**config.mk**
```make
export PLATFORM = sky130hd
export DESIGN_NAME = cbc_top
export DESIGN_NICKNAME = d
export VERILOG_FILES = /design/src/cbc_pkg.sv /design/src/cbc_top.sv
export SDC_FILE = /design/constraint.sdc
export NUM_CORES = 1
export LEC_CHECK = 0
export BUFFER_PORTS_ARGS = -buffer_cell sky130_fd_sc_hd__buf_2
export CAP_MARGIN = 10
export CORE_MARGIN = 2
export CORE_UTILIZATION = 62
export DETAILED_ROUTE_END_ITERATION = 8
export GPL_TIMING_DRIVEN = 0
export PLACE_DENSITY_LB_ADDON = 0.2
export SYNTH_ARGS = -nofsm -noshare
export SYNTH_HDL_FRONTEND = slang
export SYNTH_SLANG_ARGS = --single-unit
export TNS_END_PERCENT = 1
```
**constraint.sdc**
```tcl
create_clock -name I_CLOCK -period 19.7 [get_ports I_CLOCK]
set_clock_uncertainty 0.15 [all_clocks]
set_input_delay 2.955 -clock I_CLOCK [delete_from_list [all_inputs] [get_ports I_CLOCK]]
set_output_delay 2.955 -clock I_CLOCK [all_outputs]
set_load 0.05 [all_outputs]
```
**src/cbc_pkg.sv**
```systemverilog
package cbc_pkg;

   localparam int CBC_NCH          = 16;
   localparam int CBC_CLK_HZ       = 20_000_000;
   localparam int CBC_TICK_MS      = 1000;
   localparam int CBC_TICK_CYCLES  = (CBC_CLK_HZ / 1000) * CBC_TICK_MS;

   localparam logic [7:0] CBC_OFF_CTRL     = 8'h00;
   localparam logic [7:0] CBC_OFF_STATUS   = 8'h04;
   localparam logic [7:0] CBC_OFF_THERM    = 8'h08;
   localparam logic [7:0] CBC_OFF_CELL_V   = 8'h0c;
   localparam logic [7:0] CBC_OFF_MB_TIMER = 8'h10;
   localparam logic [7:0] CBC_OFF_MB_V     = 8'h14;
   localparam logic [7:0] CBC_OFF_REMAIN   = 8'h18;
   localparam logic [1:0] CBC_OFF_CH_PAGE  = 2'b01;

   localparam int CBC_B_START     = 0;
   localparam int CBC_B_MPAUSE    = 1;
   localparam int CBC_B_THERM_EN  = 2;
   localparam int CBC_B_FSTOP_EN  = 3;
   localparam int CBC_B_ACTION    = 4;
   localparam int CBC_B_TSEL      = 8;
   localparam int CBC_B_TLOAD     = 12;

   localparam logic [7:0] CBC_TIME_INVALID = 8'hff;
   localparam logic [1:0] CBC_ACT_SHUTDOWN = 2'h2;
   localparam logic [1:0] CBC_RESP_OKAY    = 2'h0;
   localparam logic [1:0] CBC_RESP_SLVERR  = 2'h2;

   typedef struct packed {
      logic                 die_hot;
      logic                 die_cool;
      logic                 therm_hot;
      logic                 therm_clear;
      logic                 stack_low;
      logic                 aux_run;
      logic                 fault;
      logic [CBC_NCH-1:0]   cell_low;
   } cbc_sense_t;

   typedef struct packed {
      cbc_sense_t                 s1;
      cbc_sense_t                 s2;
      logic [31:0]                tick_cnt;
      logic                       tick;
      logic                       manual_pause;
      logic                       therm_en;
      logic                       fault_stop_en;
      logic [1:0]                 action;
      logic [3:0]                 tsel;
      logic [6:0]                 therm_cfg;
      logic [7:0]                 cell_stop_v;
      logic [7:0]                 mb_timer;
      logic [7:0]                 mb_stop_v;
      logic [7:0]                 remaining;
      logic [CBC_NCH-1:0][7:0]    ch_timer;
      logic [CBC_NCH-1:0][7:0]    ch_cnt;
      logic [CBC_NCH-1:0]         active;
      logic [CBC_NCH-1:0]         switches;
      logic                       started;
      logic                       run;
      logic                       die_p;
      logic                       therm_p;
      logic                       in_pause;
      logic                       tpd;
      logic                       done;
      logic                       abort;
      logic                       cb_used;
      logic                       module_running;
      logic                       module_done;
      logic                       mb_used;
      logic [7:0]                 mb_cnt;
      logic                       act_pend;
      logic                       pwr_req;
      logic [1:0]                 pwr_mode;
      logic                       aw_got;
      logic                       w_got;
      logic [7:0]                 awaddr;
      logic [31:0]                wdata;
      logic [3:0]                 wstrb;
      logic                       awready;
      logic                       wready;
      logic                       bvalid;
      logic [1:0]                 bresp;
      logic                       arready;
      logic                       rvalid;
      logic [31:0]                rdata;
      logic [1:0]                 rresp;
   } cbc_state_t;

endpackage : cbc_pkg

```
**src/cbc_top.sv**
```systemverilog
// Operation
// RULE1 - On start enable die sensors; any sensor hot pauses all channels, sets flags.
// RULE2 - Die pause resumes only when every sensor is below warning minus hysteresis.
// RULE3 - With thermistor pause enabled, a hot thermistor pauses all channels and sets flags.
// RULE4 - Thermistor pause resumes when all thermistors are below threshold plus cool-off.
// RULE5 - Host configures inputs, thresholds, starts protector, then sets enable and start.
// RULE6 - New thermistor thresholds apply after protector restart, without a new start.
// RULE7 - Pause turns all switches off, freezes timers, sets in-pause; resume continues.
// RULE8 - No fault abort of cell balancing while paused.
// RULE9 - Host manual pause bit pauses balancing like the thermal pauses.
// RULE10 - Non-zero stop voltage stops a channel on timer expiry or low voltage.
// RULE11 - Host programs stop voltage, starts undervoltage protector, then issues start.
// RULE12 - Fault stop enabled plus fault stops all channels, sets abort, leaves done clear.
// RULE13 - Done is set only when every channel met a timer or voltage stop.
// RULE14 - Start with all timers zero never balances and keeps done clear.
// RULE15 - Non-zero timers with all cells below stop voltage start, stop at once, set done.
// RULE16 - On completion request the selected power mode; wait for module done too.
// RULE17 - Time load copies the selected channel's remaining time to the readback.
// RULE18 - Readback shows the invalid code when balancing was never started or all zero.
// RULE19 - Readback is zero after expiry and the remaining time after a voltage stop.
// RULE20 - Module start drives the load pin as output and sets module running.
// RULE21 - Module ends with done on timer or low stack; without done on zero or fault.
// RULE22 - Module ignores pauses and checks stack voltage only while aux conversion runs.
// RULE23 - No switch turns on before the start command.
// RULE24 - Timers count down from a fixed time base derived from the core clock; the module timer counts up to its setting on that base.
module cbc_top
   import cbc_pkg::*;
#(
   parameter int P_TICK_CYCLES = CBC_TICK_CYCLES
) (
   input  wire logic                I_CLOCK,
   input  wire logic                I_RESET_N,
   input  wire logic                I_AWVALID,
   output      logic                O_AWREADY,
   input  wire logic [7:0]          I_AWADDR,
   input  wire logic                I_WVALID,
   output      logic                O_WREADY,
   input  wire logic [31:0]         I_WDATA,
   input  wire logic [3:0]          I_WSTRB,
   output      logic                O_BVALID,
   input  wire logic                I_BREADY,
   output      logic [1:0]          O_BRESP,
   input  wire logic                I_ARVALID,
   output      logic                O_ARREADY,
   input  wire logic [7:0]          I_ARADDR,
   output      logic                O_RVALID,
   input  wire logic                I_RREADY,
   output      logic [31:0]         O_RDATA,
   output      logic [1:0]          O_RRESP,
   input  wire cbc_sense_t          I_SENSE,
   output      logic [CBC_NCH-1:0]  O_BALANCE_SWITCH,
   output      logic                O_DIE_SENSE_EN,
   output      logic                O_MODULE_LOAD_OUT,
   output      logic                O_MODULE_LOAD_OE,
   output      logic                O_POWER_REQ,
   output      logic [1:0]          O_POWER_MODE,
   output      logic [6:0]          O_THERM_PAUSE_CONFIG,
   output      logic [7:0]          O_CELL_STOP_VOLTAGE,
   output      logic [7:0]          O_MODULE_STOP_VOLTAGE
);

   logic [1:0]  rst_sync_reg;
   logic        rst_n;
   cbc_state_t  s_reg;
   cbc_state_t  s_next;
   logic        wr_start;
   logic        wr_tload;
   logic        paused;

   assign rst_n = rst_sync_reg[1];

   // Register images as seen by software.
   function automatic logic [31:0] reg_image(input cbc_state_t s, input logic [7:0] a);
      logic [31:0] v;
      v = 32'h0;
      if (a[7:6] == CBC_OFF_CH_PAGE) begin
         v[7:0] = s.ch_timer[a[5:2]];
      end else begin
         case (a)
            CBC_OFF_CTRL: begin
               v[CBC_B_MPAUSE]           = s.manual_pause;
               v[CBC_B_THERM_EN]         = s.therm_en;
               v[CBC_B_FSTOP_EN]         = s.fault_stop_en;
               v[CBC_B_ACTION+:2]        = s.action;
               v[CBC_B_TSEL+:4]          = s.tsel;
            end
            CBC_OFF_STATUS:   v[6:0] = {s.module_done, s.module_running, s.abort, s.done,
                                        s.tpd, s.in_pause, s.run};
            CBC_OFF_THERM:    v[6:0] = s.therm_cfg;
            CBC_OFF_CELL_V:   v[7:0] = s.cell_stop_v;
            CBC_OFF_MB_TIMER: v[7:0] = s.mb_timer;
            CBC_OFF_MB_V:     v[7:0] = s.mb_stop_v;
            CBC_OFF_REMAIN:   v[7:0] = s.remaining;
            default:          v = 32'h0;
         endcase
      end
      return v;
   endfunction : reg_image

   function automatic logic addr_ok(input logic [7:0] a);
      return (a[7:6] == CBC_OFF_CH_PAGE) || (a <= CBC_OFF_REMAIN && a[1:0] == 2'b00);
   endfunction : addr_ok

   function automatic logic [31:0] wmerge(input logic [31:0] o, input logic [31:0] d,
                                          input logic [3:0] st);
      for (int b = 0; b < 4; b++) begin
         if (st[b]) begin
            o[b*8+:8] = d[b*8+:8];
         end
      end
      return o;
   endfunction : wmerge

   always_comb begin
      logic [31:0] wv;
      logic        wr_do;
      logic        mb_end_ok;
      wv       = wmerge(reg_image(s_reg, s_reg.awaddr), s_reg.wdata, s_reg.wstrb);
      wr_do    = s_reg.aw_got && s_reg.w_got && !s_reg.bvalid;
      mb_end_ok = 1'b0;
      s_next   = s_reg;
      wr_start = 1'b0;
      wr_tload = 1'b0;
      s_next.s1 = I_SENSE;
      s_next.s2 = s_reg.s1;
      s_next.pwr_req = 1'b0;
      // Free-running time base from the core clock.
      s_next.tick = (s_reg.tick_cnt == 32'(P_TICK_CYCLES - 1)); // RULE24
      s_next.tick_cnt = s_next.tick ? 32'h0 : s_reg.tick_cnt + 32'h1; // RULE24

      // Bus slave: address and data in either order, response after both.
      if (I_AWVALID && s_reg.awready) begin
         s_next.aw_got = 1'b1;
         s_next.awaddr = I_AWADDR;
      end
      if (I_WVALID && s_reg.wready) begin
         s_next.w_got = 1'b1;
         s_next.wdata = I_WDATA;
         s_next.wstrb = I_WSTRB;
      end
      if (s_reg.bvalid && I_BREADY) begin
         s_next.bvalid = 1'b0;
      end
      if (wr_do) begin
         s_next.aw_got = 1'b0;
         s_next.w_got  = 1'b0;
         s_next.bvalid = 1'b1;
         s_next.bresp  = addr_ok(s_reg.awaddr) ? CBC_RESP_OKAY : CBC_RESP_SLVERR;
         if (s_reg.awaddr[7:6] == CBC_OFF_CH_PAGE) begin
            s_next.ch_timer[s_reg.awaddr[5:2]] = wv[7:0];
         end else begin
            case (s_reg.awaddr)
               CBC_OFF_CTRL: begin
                  wr_start              = wv[CBC_B_START];
                  wr_tload              = wv[CBC_B_TLOAD]; // RULE17
                  s_next.manual_pause   = wv[CBC_B_MPAUSE]; // RULE9
                  s_next.therm_en       = wv[CBC_B_THERM_EN];
                  s_next.fault_stop_en  = wv[CBC_B_FSTOP_EN];
                  s_next.action         = wv[CBC_B_ACTION+:2];
                  s_next.tsel           = wv[CBC_B_TSEL+:4];
               end
               CBC_OFF_THERM:    s_next.therm_cfg   = wv[6:0]; // RULE6
               CBC_OFF_CELL_V:   s_next.cell_stop_v = wv[7:0];
               CBC_OFF_MB_TIMER: s_next.mb_timer    = wv[7:0];
               CBC_OFF_MB_V:     s_next.mb_stop_v   = wv[7:0];
               default:          s_next.bresp       = s_next.bresp;
            endcase
         end
      end
      if (I_ARVALID && s_reg.arready) begin
         s_next.rvalid = 1'b1;
         s_next.rdata  = reg_image(s_reg, I_ARADDR);
         s_next.rresp  = addr_ok(I_ARADDR) ? CBC_RESP_OKAY : CBC_RESP_SLVERR;
      end else if (s_reg.rvalid && I_RREADY) begin
         s_next.rvalid = 1'b0;
      end

      // Balancing engine.
      paused = s_reg.die_p || s_reg.therm_p || s_reg.manual_pause; // RULE9
      if (wr_start) begin
         s_next.started  = 1'b1;
         s_next.ch_cnt   = s_reg.ch_timer;
         for (int i = 0; i < CBC_NCH; i++) begin
            s_next.active[i] = (s_reg.ch_timer[i] != 8'h0); // RULE14
         end
         s_next.cb_used  = |s_next.active;
         s_next.run      = s_next.cb_used; // RULE14
         s_next.done     = 1'b0;
         s_next.abort    = 1'b0;
         s_next.tpd      = 1'b0;
         s_next.die_p    = 1'b0;
         s_next.therm_p  = 1'b0;
         s_next.mb_used  = (s_reg.mb_timer != 8'h0);
         s_next.module_running   = s_next.mb_used; // RULE20 RULE21
         s_next.module_done  = 1'b0; // RULE21
         s_next.mb_cnt   = 8'h0;
         s_next.act_pend = s_next.cb_used || s_next.mb_used;
      end else begin
         if (s_reg.run && s_reg.s2.die_hot) begin
            s_next.die_p = 1'b1; // RULE1
         end else if (s_reg.s2.die_cool) begin
            s_next.die_p = 1'b0; // RULE2
         end
         if (s_reg.run && s_reg.therm_en && s_reg.s2.therm_hot) begin
            s_next.therm_p = 1'b1; // RULE3
         end else if (s_reg.s2.therm_clear || !s_reg.therm_en) begin
            s_next.therm_p = 1'b0; // RULE4
         end
         if (s_reg.run && (s_reg.s2.die_hot || (s_reg.therm_en && s_reg.s2.therm_hot))) begin
            s_next.tpd = 1'b1; // RULE1 RULE3
         end
         if (s_reg.run) begin
            if (s_reg.fault_stop_en && s_reg.s2.fault && !paused) begin // RULE8
               s_next.active = '0; // RULE12
               s_next.run    = 1'b0;
               s_next.abort  = 1'b1;
            end else begin
               for (int i = 0; i < CBC_NCH; i++) begin
                  if (s_reg.active[i]) begin
                     if (s_reg.tick && !paused) begin // RULE7
                        s_next.ch_cnt[i] = s_reg.ch_cnt[i] - 8'h1;
                        if (s_reg.ch_cnt[i] == 8'h1) begin
                           s_next.active[i] = 1'b0; // RULE10 RULE19
                        end
                     end
                     if (s_reg.cell_stop_v != 8'h0 && s_reg.s2.cell_low[i]) begin
                        s_next.ch_cnt[i] = s_reg.ch_cnt[i]; // RULE19
                        s_next.active[i] = 1'b0; // RULE10 RULE15
                     end
                  end
               end
               if (s_next.active == '0) begin
                  s_next.run  = 1'b0;
                  s_next.done = 1'b1; // RULE13 RULE15
               end
            end
         end
         // Module path has no pause input at all.
         if (s_reg.module_running) begin // RULE22
            if (s_reg.fault_stop_en && s_reg.s2.fault) begin
               s_next.module_running = 1'b0; // RULE21
            end else begin
               if (s_reg.tick) begin
                  s_next.mb_cnt = s_reg.mb_cnt + 8'h1;
                  mb_end_ok = (s_next.mb_cnt >= s_reg.mb_timer); // RULE21
               end
               if (s_reg.s2.aux_run && s_reg.s2.stack_low && s_reg.mb_stop_v != 8'h0) begin
                  mb_end_ok = 1'b1; // RULE22
               end
               if (mb_end_ok) begin
                  s_next.module_running  = 1'b0;
                  s_next.module_done = 1'b1; // RULE21
               end
            end
         end
         if (s_reg.act_pend && !s_next.run && !s_next.module_running) begin
            s_next.act_pend = 1'b0;
            s_next.pwr_req  = (!s_reg.cb_used || s_next.done)
                              && (!s_reg.mb_used || s_next.module_done); // RULE16
            s_next.pwr_mode = s_reg.action; // RULE16
         end
      end
      if (wr_tload) begin
         s_next.remaining = (!s_reg.started || !s_reg.cb_used) ? CBC_TIME_INVALID // RULE18
                            : s_reg.ch_cnt[s_next.tsel]; // RULE17 RULE19
      end
      s_next.in_pause = s_next.run && (s_next.die_p || s_next.therm_p
                                       || s_next.manual_pause); // RULE7
      s_next.switches = (s_next.run && !s_next.in_pause) ? s_next.active : '0; // RULE7 RULE23
      s_next.awready  = !s_next.aw_got && !s_next.bvalid;
      s_next.wready   = !s_next.w_got && !s_next.bvalid;
      s_next.arready  = !s_next.rvalid;
   end

   always_ff @(posedge I_CLOCK or negedge I_RESET_N) begin
      if (!I_RESET_N) begin
         rst_sync_reg <= 2'b00;
      end else begin
         rst_sync_reg <= {rst_sync_reg[0], 1'b1};
      end
   end

   always_ff @(posedge I_CLOCK or negedge rst_n) begin
      if (!rst_n) begin
         s_reg <= '0;
      end else begin
         s_reg <= s_next;
      end
   end

   assign O_AWREADY             = s_reg.awready;
   assign O_WREADY              = s_reg.wready;
   assign O_BVALID              = s_reg.bvalid;
   assign O_BRESP               = s_reg.bresp;
   assign O_ARREADY             = s_reg.arready;
   assign O_RVALID              = s_reg.rvalid;
   assign O_RDATA               = s_reg.rdata;
   assign O_RRESP               = s_reg.rresp;
   assign O_BALANCE_SWITCH      = s_reg.switches;
   assign O_DIE_SENSE_EN        = s_reg.started; // RULE1
   assign O_MODULE_LOAD_OUT     = s_reg.module_running; // RULE20
   assign O_MODULE_LOAD_OE      = s_reg.module_running; // RULE20
   assign O_POWER_REQ           = s_reg.pwr_req;
   assign O_POWER_MODE          = s_reg.pwr_mode;
   assign O_THERM_PAUSE_CONFIG  = s_reg.therm_cfg;
   assign O_CELL_STOP_VOLTAGE   = s_reg.cell_stop_v;
   assign O_MODULE_STOP_VOLTAGE = s_reg.mb_stop_v;
endmodule : cbc_top

```
==> flow_summary.ini, run 1 <==
[run_status]
outcome = complete, but fails checks
violations = design-rule violations

[synth]
syn_inst = 2728
avgSynthCellArea_um2 = 9.94
synthXorXnorAreaFrac = 0.0158
synth_edf_count = 0
yosysMostFrequentCell = dfrtp_1
synth-seq-cells = 485
synth-main-ff-cell = dfrtp_1
yosys.area_share.simple = 0.170
netlist_area_um2 = 27100
synth_fa_ha_area_frac = 0.0194
synth_top_area_share = 0.448
ys_async_sr_fraction = 1.00
yosysWarningCount = 0
ys_types = 80
synth_top_family_by_area = simple AND/OR/NAND/NOR gates
yosysSeqAreaShare = 0.448
yosys-top-cells-count = dfrtp_1, nand2_1, o21ai_0, mux2_2, nor2_1
synth_compound_area_frac = 0.132
synth.area.top_cells = dfrtp_1, mux2_2, mux4_2
synth_top_cell_by_area = dfrtp_1
synthMuxAreaShare = 0.158

[routing]
ant_nets = 0
drc = 1
routed_wl_um = 101000
via_per_inst = 6.88
num_vias = 24500
detailedRoute.firstPassIterationCount = 9
wl_per_cell_um = 28.3
drt_iter0_markers = 3895

[power]
seqPwrFrac = 0.387
combPwrFrac = 0.329
clkPwrFrac = 0.284
p_per_area_nw_per_um2 = 123
switching_power_uw = 1520
vdd_ir_drop_max_v = 0.0000797
power.internal_uw = 2250
power_leakage_uw = 0.0134
power_uw = 3770
switching_share = 0.403

[sta]
drv_slew = 0
grt_setup_unrepaired = no
worst_slew_pin_slew_ns = 1.38
relSlewSlack = 0.0831
max_freq_mhz = 176
hold_slack_ns = 0.104
period_minus_slack_ns = 5.68
setup_violations = 0
hold_viol_final = 0
fin_tns_setup_ns = 0
min_period_over_period = 0.288

[flow_run]
maxCapViolations = 0

[clock_network]
clock_latency_ns = 0.64
cts_hold_buf = 0
cts-resized-gates = 0
clk_pin_slew_worst_paths_ns = 0.07
cts_buffer_depth = 3
post_cts_buffers = 0
numCtsBuffers = 52
htree_levels = 2
cts_root_buf = clkbuf_16
clock-sinks = 485
cts_tree = built

[cells_and_area]
drive_above_1_share = 0.218
fillerInstances = 3214
largest_reg_flops = 397
area_growth_pct = 12.9
final_cell_area_um2 = 30600
layout.nets = 3057

[die]
die-area_um2 = 45400
num_rows = 76
fp.dieH_um = 213
die_x_um = 213
initial_core_util = 0.629
boundaryPins = 168
coreArea_um2 = 43100

[global_route]
grt_pass1_vias = 23100
grt.overflow.total = 0
grt_use_met1 = 0.598
grt_use_met2 = 0.635
groute.usage.overall = 0.449
grt_max_degree = 77
antenna_found_initial = 4
busiest_layer = met2
grt_pass1_wl_um = 147000
met3_usage = 0.140

[critical_path]
worstPathMaxFanout = 10
start_kind = primary input
cp-end-kind = flop
path_class = primary input to flop
worstPathRequired_ns = 20.04
arrival_ns = 6.01

[placed_design]
hpwl_um = 75900
gp_congestion = 1.09
placed_cell_area_um2 = 28800
portBuffers = 120

[min_path]
hold_class = flop to async pin
-- critical path: stages --
cell and delay (ns):
clkbuf_1 0.38, buf_1 0.84, mux4_2 0.67, mux4_2 0.57, a222oi_1 0.46, o21ai_0 0.13
-- final cells by class --
cell class / instances / area (um2) / area share
multi-input cells: 1965 / 13500 / 0.442
flip-flops and latches: 485 / 12100 / 0.397
clock buffers: 66 / 1430 / 0.0468
plain buffers: 242 / 1310 / 0.0429
repair buffers: 130 / 821 / 0.0268
well taps: 585 / 732 / 0.0239
clock inverters: 30 / 418 / 0.0137
inverters: 57 / 214 / 0.00699
diodes: 2 / 5.00 / 0.000163
-- through the flow --
| step | util | setup slack (ns) | instances |
|---|---|---|---|
| after floorplan | - | 5.03 | 2749 |
| after global placement | 0.662 | 0.218 | 3454 |
| after detailed placement | 0.668 | 13.51 | 3464 |
| after CTS | 0.711 | 14.11 | 3560 |
| after global routing | 0.711 | 13.88 | 3561 |
| final | 0.711 | 14.02 | 3562 |
-- final timing paths --
| kind | to | slack (ns) | start | cells after the start |
|---|---|---|---|---|
| min | s_reg[211] | 0.10 | rst_sync_reg[1] | 0 |
| min in group I_CLOCK | s_reg[482] | 0.20 | s_next[482] | 0 |
| max reg2reg | s_reg[106] | 14.95 | s_reg[446] | 10 |
| max | O_RDATA[6] | 14.02 | I_ARADDR[2] | 6 |
| min reg2reg | s_reg[211] | 0.10 | rst_sync_reg[1] | 0 |
| max in group asynchronous | O_MODULE_STOP_VOLTAGE[3] | 17.20 | rst_sync_reg[1] | 5 |
-- cells in the final DEF (no fill, tap or decap), drive strengths merged, types with 81 or more instances in the layout --
cell type and instances:
a21oi 102, buf 271, nor2 151, dfrtp 485
clkbuf 167, nor3 94, nand2 388, mux2 187
nand3 93, o21ai 256, mux4 81
-- power by group through the flow --
stage                     Combinational, uW  Sequential (uW)  Clock (uW)
final                                  1240             1460        1070
after global routing                   1280             1470        1110
after CTS                              1190             1440        1070
after detailed placement               1180             1450           0
after global placement                 1130             1460           0
after floorplan                         781             1360           0
-- cells by family after synthesis --
group,count (synthesis)
buffers and inverters,299
other,2
and+or+nand+nor,968
DFF,485
xor gates and xnor gates,49
adders and majority gates,42
muxes,304
AOI/OAI and AO/OA,579
-- routing by layer --
metal	routed length [um]	up-vias
met2	41900	1826
met1	37500	12000
met3	13400	433
met4	8130	4
li1	-	10200
met5	28	-
No activity file was read; power rests on OpenSTA's default activity.
==> inputs of run 2 (changes only) <==
Clock period 19.7 ns to 5.4 ns, I/O delays scaled along.
==> run 2 against run 1 <==
The run now ends clean. Register-to-register slack got worse by 14 ns. Critical path depth rose by 3. First-iteration DRC count rose by 6.5%. Die area did not move. Via count rose by 0.75%. Routed wire length rose by 0.44%. Non-clock buffer count did not move. Combinational power rose to 3.7 times the previous value. Final cell count barely moved. Largest power group unchanged.
==> flow_summary.ini, run 2 (same netlist as run 1, synthesis figures left out) <==
[clock_network]
cts_buffer_depth = 3
numCtsBuffers = 51
clk_pin_slew_worst_paths_ns = 0.07
clock_latency_ns = 0.64
htree_levels = 2
clock-sinks = 485
cts_tree = built
cts_root_buf = clkbuf_16

[placed_design]
gp_congestion = 1.20
hpwl_um = 75000
portBuffers = 120
placed_cell_area_um2 = 28700
post-place-ws_ns = 0.860

[cells_and_area]
layout.nets = 3056
area_growth_pct = 12.7
drive_above_1_share = 0.218
layout_commonest_cell = dfrtp_1
final_cell_area_um2 = 30500
largest_reg_flops = 397
final_cell_mix = dfrtp_1, nand2_1, o21ai_0

[critical_path]
worstPathMaxFanout = 10
critPathLaunch = s_reg[447]
start_kind = flop
worstPathCellList = nor4b_4, buf_2, nand4_1, nand3_1, nand4_1, nor4_2, a21oi_1, nor2_2, mux2_1
cp-end-kind = flop
cp_slowest_stage_delay_ns = 1.01
reg2reg_from = s_reg[447]
path_class = flop to flop
arrival_ns = 5.19
worstPathRequired_ns = 5.77
cp_common_cell = nand4_1
critical_path.slowest_cell = nor4b_4

[global_route]
grt_max_degree = 73
antenna_found_initial = 4
groute.usage.overall = 0.449
grt.overflow.total = 0
grt_pass1_vias = 23400
grt_pass1_wl_um = 148000

[sta]
drv_slew = 0
relSlewSlack = 0.134
max_freq_mhz = 208
setup_violations = 0
hold_viol_final = 0
worst_slew_pin_slew_ns = 1.30
min_period_over_period = 0.892
hold_slack_ns = 0.122
fin_tns_setup_ns = 0
period_minus_slack_ns = 4.82
layout_setup_ws_ns = 0.583
grt_setup_unrepaired = no

[min_path]
hold_class = primary input to flop
worstHoldStart = I_SENSE[20]

[flow_run]
maxCapViolations = 0

[routing]
drc = 0
detailedRoute.firstPassIterationCount = 7
ant_nets = 0
num_vias = 24700
routed_wl_um = 101000
via_per_inst = 6.94
drt_iter0_markers = 4147
wl_per_cell_um = 28.5

[die]
initial_core_util = 0.629
coreArea_um2 = 43100
fp.dieH_um = 213
die-area_um2 = 45400
boundaryPins = 168
num_rows = 76
die_x_um = 213

[power]
vdd_ir_drop_max_v = 0.000377
power_leakage_uw = 0.0134
p_per_area_nw_per_um2 = 451
power_uw = 13800

[run_status]
outcome = finished, final reports clean
-- run 2: final timing paths --
kind	to	slack, ns	cells past startpoint
min	s_next[500]	0.12	1
max in group asynchronous	s_reg[92]	3.11	4
max reg2reg	O_POWER_MODE[0]	0.58	9
min in group asynchronous	s_reg[235]	0.20	0
max	O_POWER_MODE[0]	0.58	9
min reg2reg	s_reg[235]	0.20	0
-- run 2: routing by layer --
layer | vias up | GRT usage | share of wire
li1 | 10200 | - | -
met1 | 12100 | 0.588 | 0.37
met2 | 1880 | 0.640 | 0.42
met3 | 450 | 0.162 | 0.14
met4 | 4 | 0.267 | 0.077
met5 | - | 0 | 0.00030
-- run 2: through the flow --
step,util,instances
after floorplan,-,2749
after CTS,0.709,3558
final,0.709,3561
after global routing,0.709,3558
after detailed placement,0.667,3463
after global placement,0.662,3454
-- run 2: cell type report --
type | count | area, um2
multi-input combinational | 1965 | 13500
fill | 3256 | 12500
sequential | 485 | 12100
clock buffer | 65 | 1420
buffer | 242 | 1310
timing repair buffer | 130 | 823
tap | 585 | 732
clock inverter | 29 | 360
inverter | 57 | 214
antenna | 3 | 7.51
-- run 2: power breakdown --
group	leakage [uW]	internal [uW]	switching, uW
clock network	0.000881	2170	1600
logic	0.00678	1670	2910
registers	0.00578	4270	1150
-- run 2: critical path: cells and delay by family, from the launching register on --
| family | cells | cell delay, ns |
|---|---|---|
| multiplexers | 1 | 0.36 |
| AO/OA/AOI/OAI | 1 | 0.46 |
| buffers and inverters | 1 | 0.54 |
| AND/OR/NAND/NOR | 6 | 2.60 |
| flip-flops | 1 | 0.56 |
-- run 2: timing repair --
item                                   in CTS  in global routing
hold buffers                                1                  0
resized for setup                           0                  0
setup buffers                               0                  0
endpoints found under the hold margin       2                  0
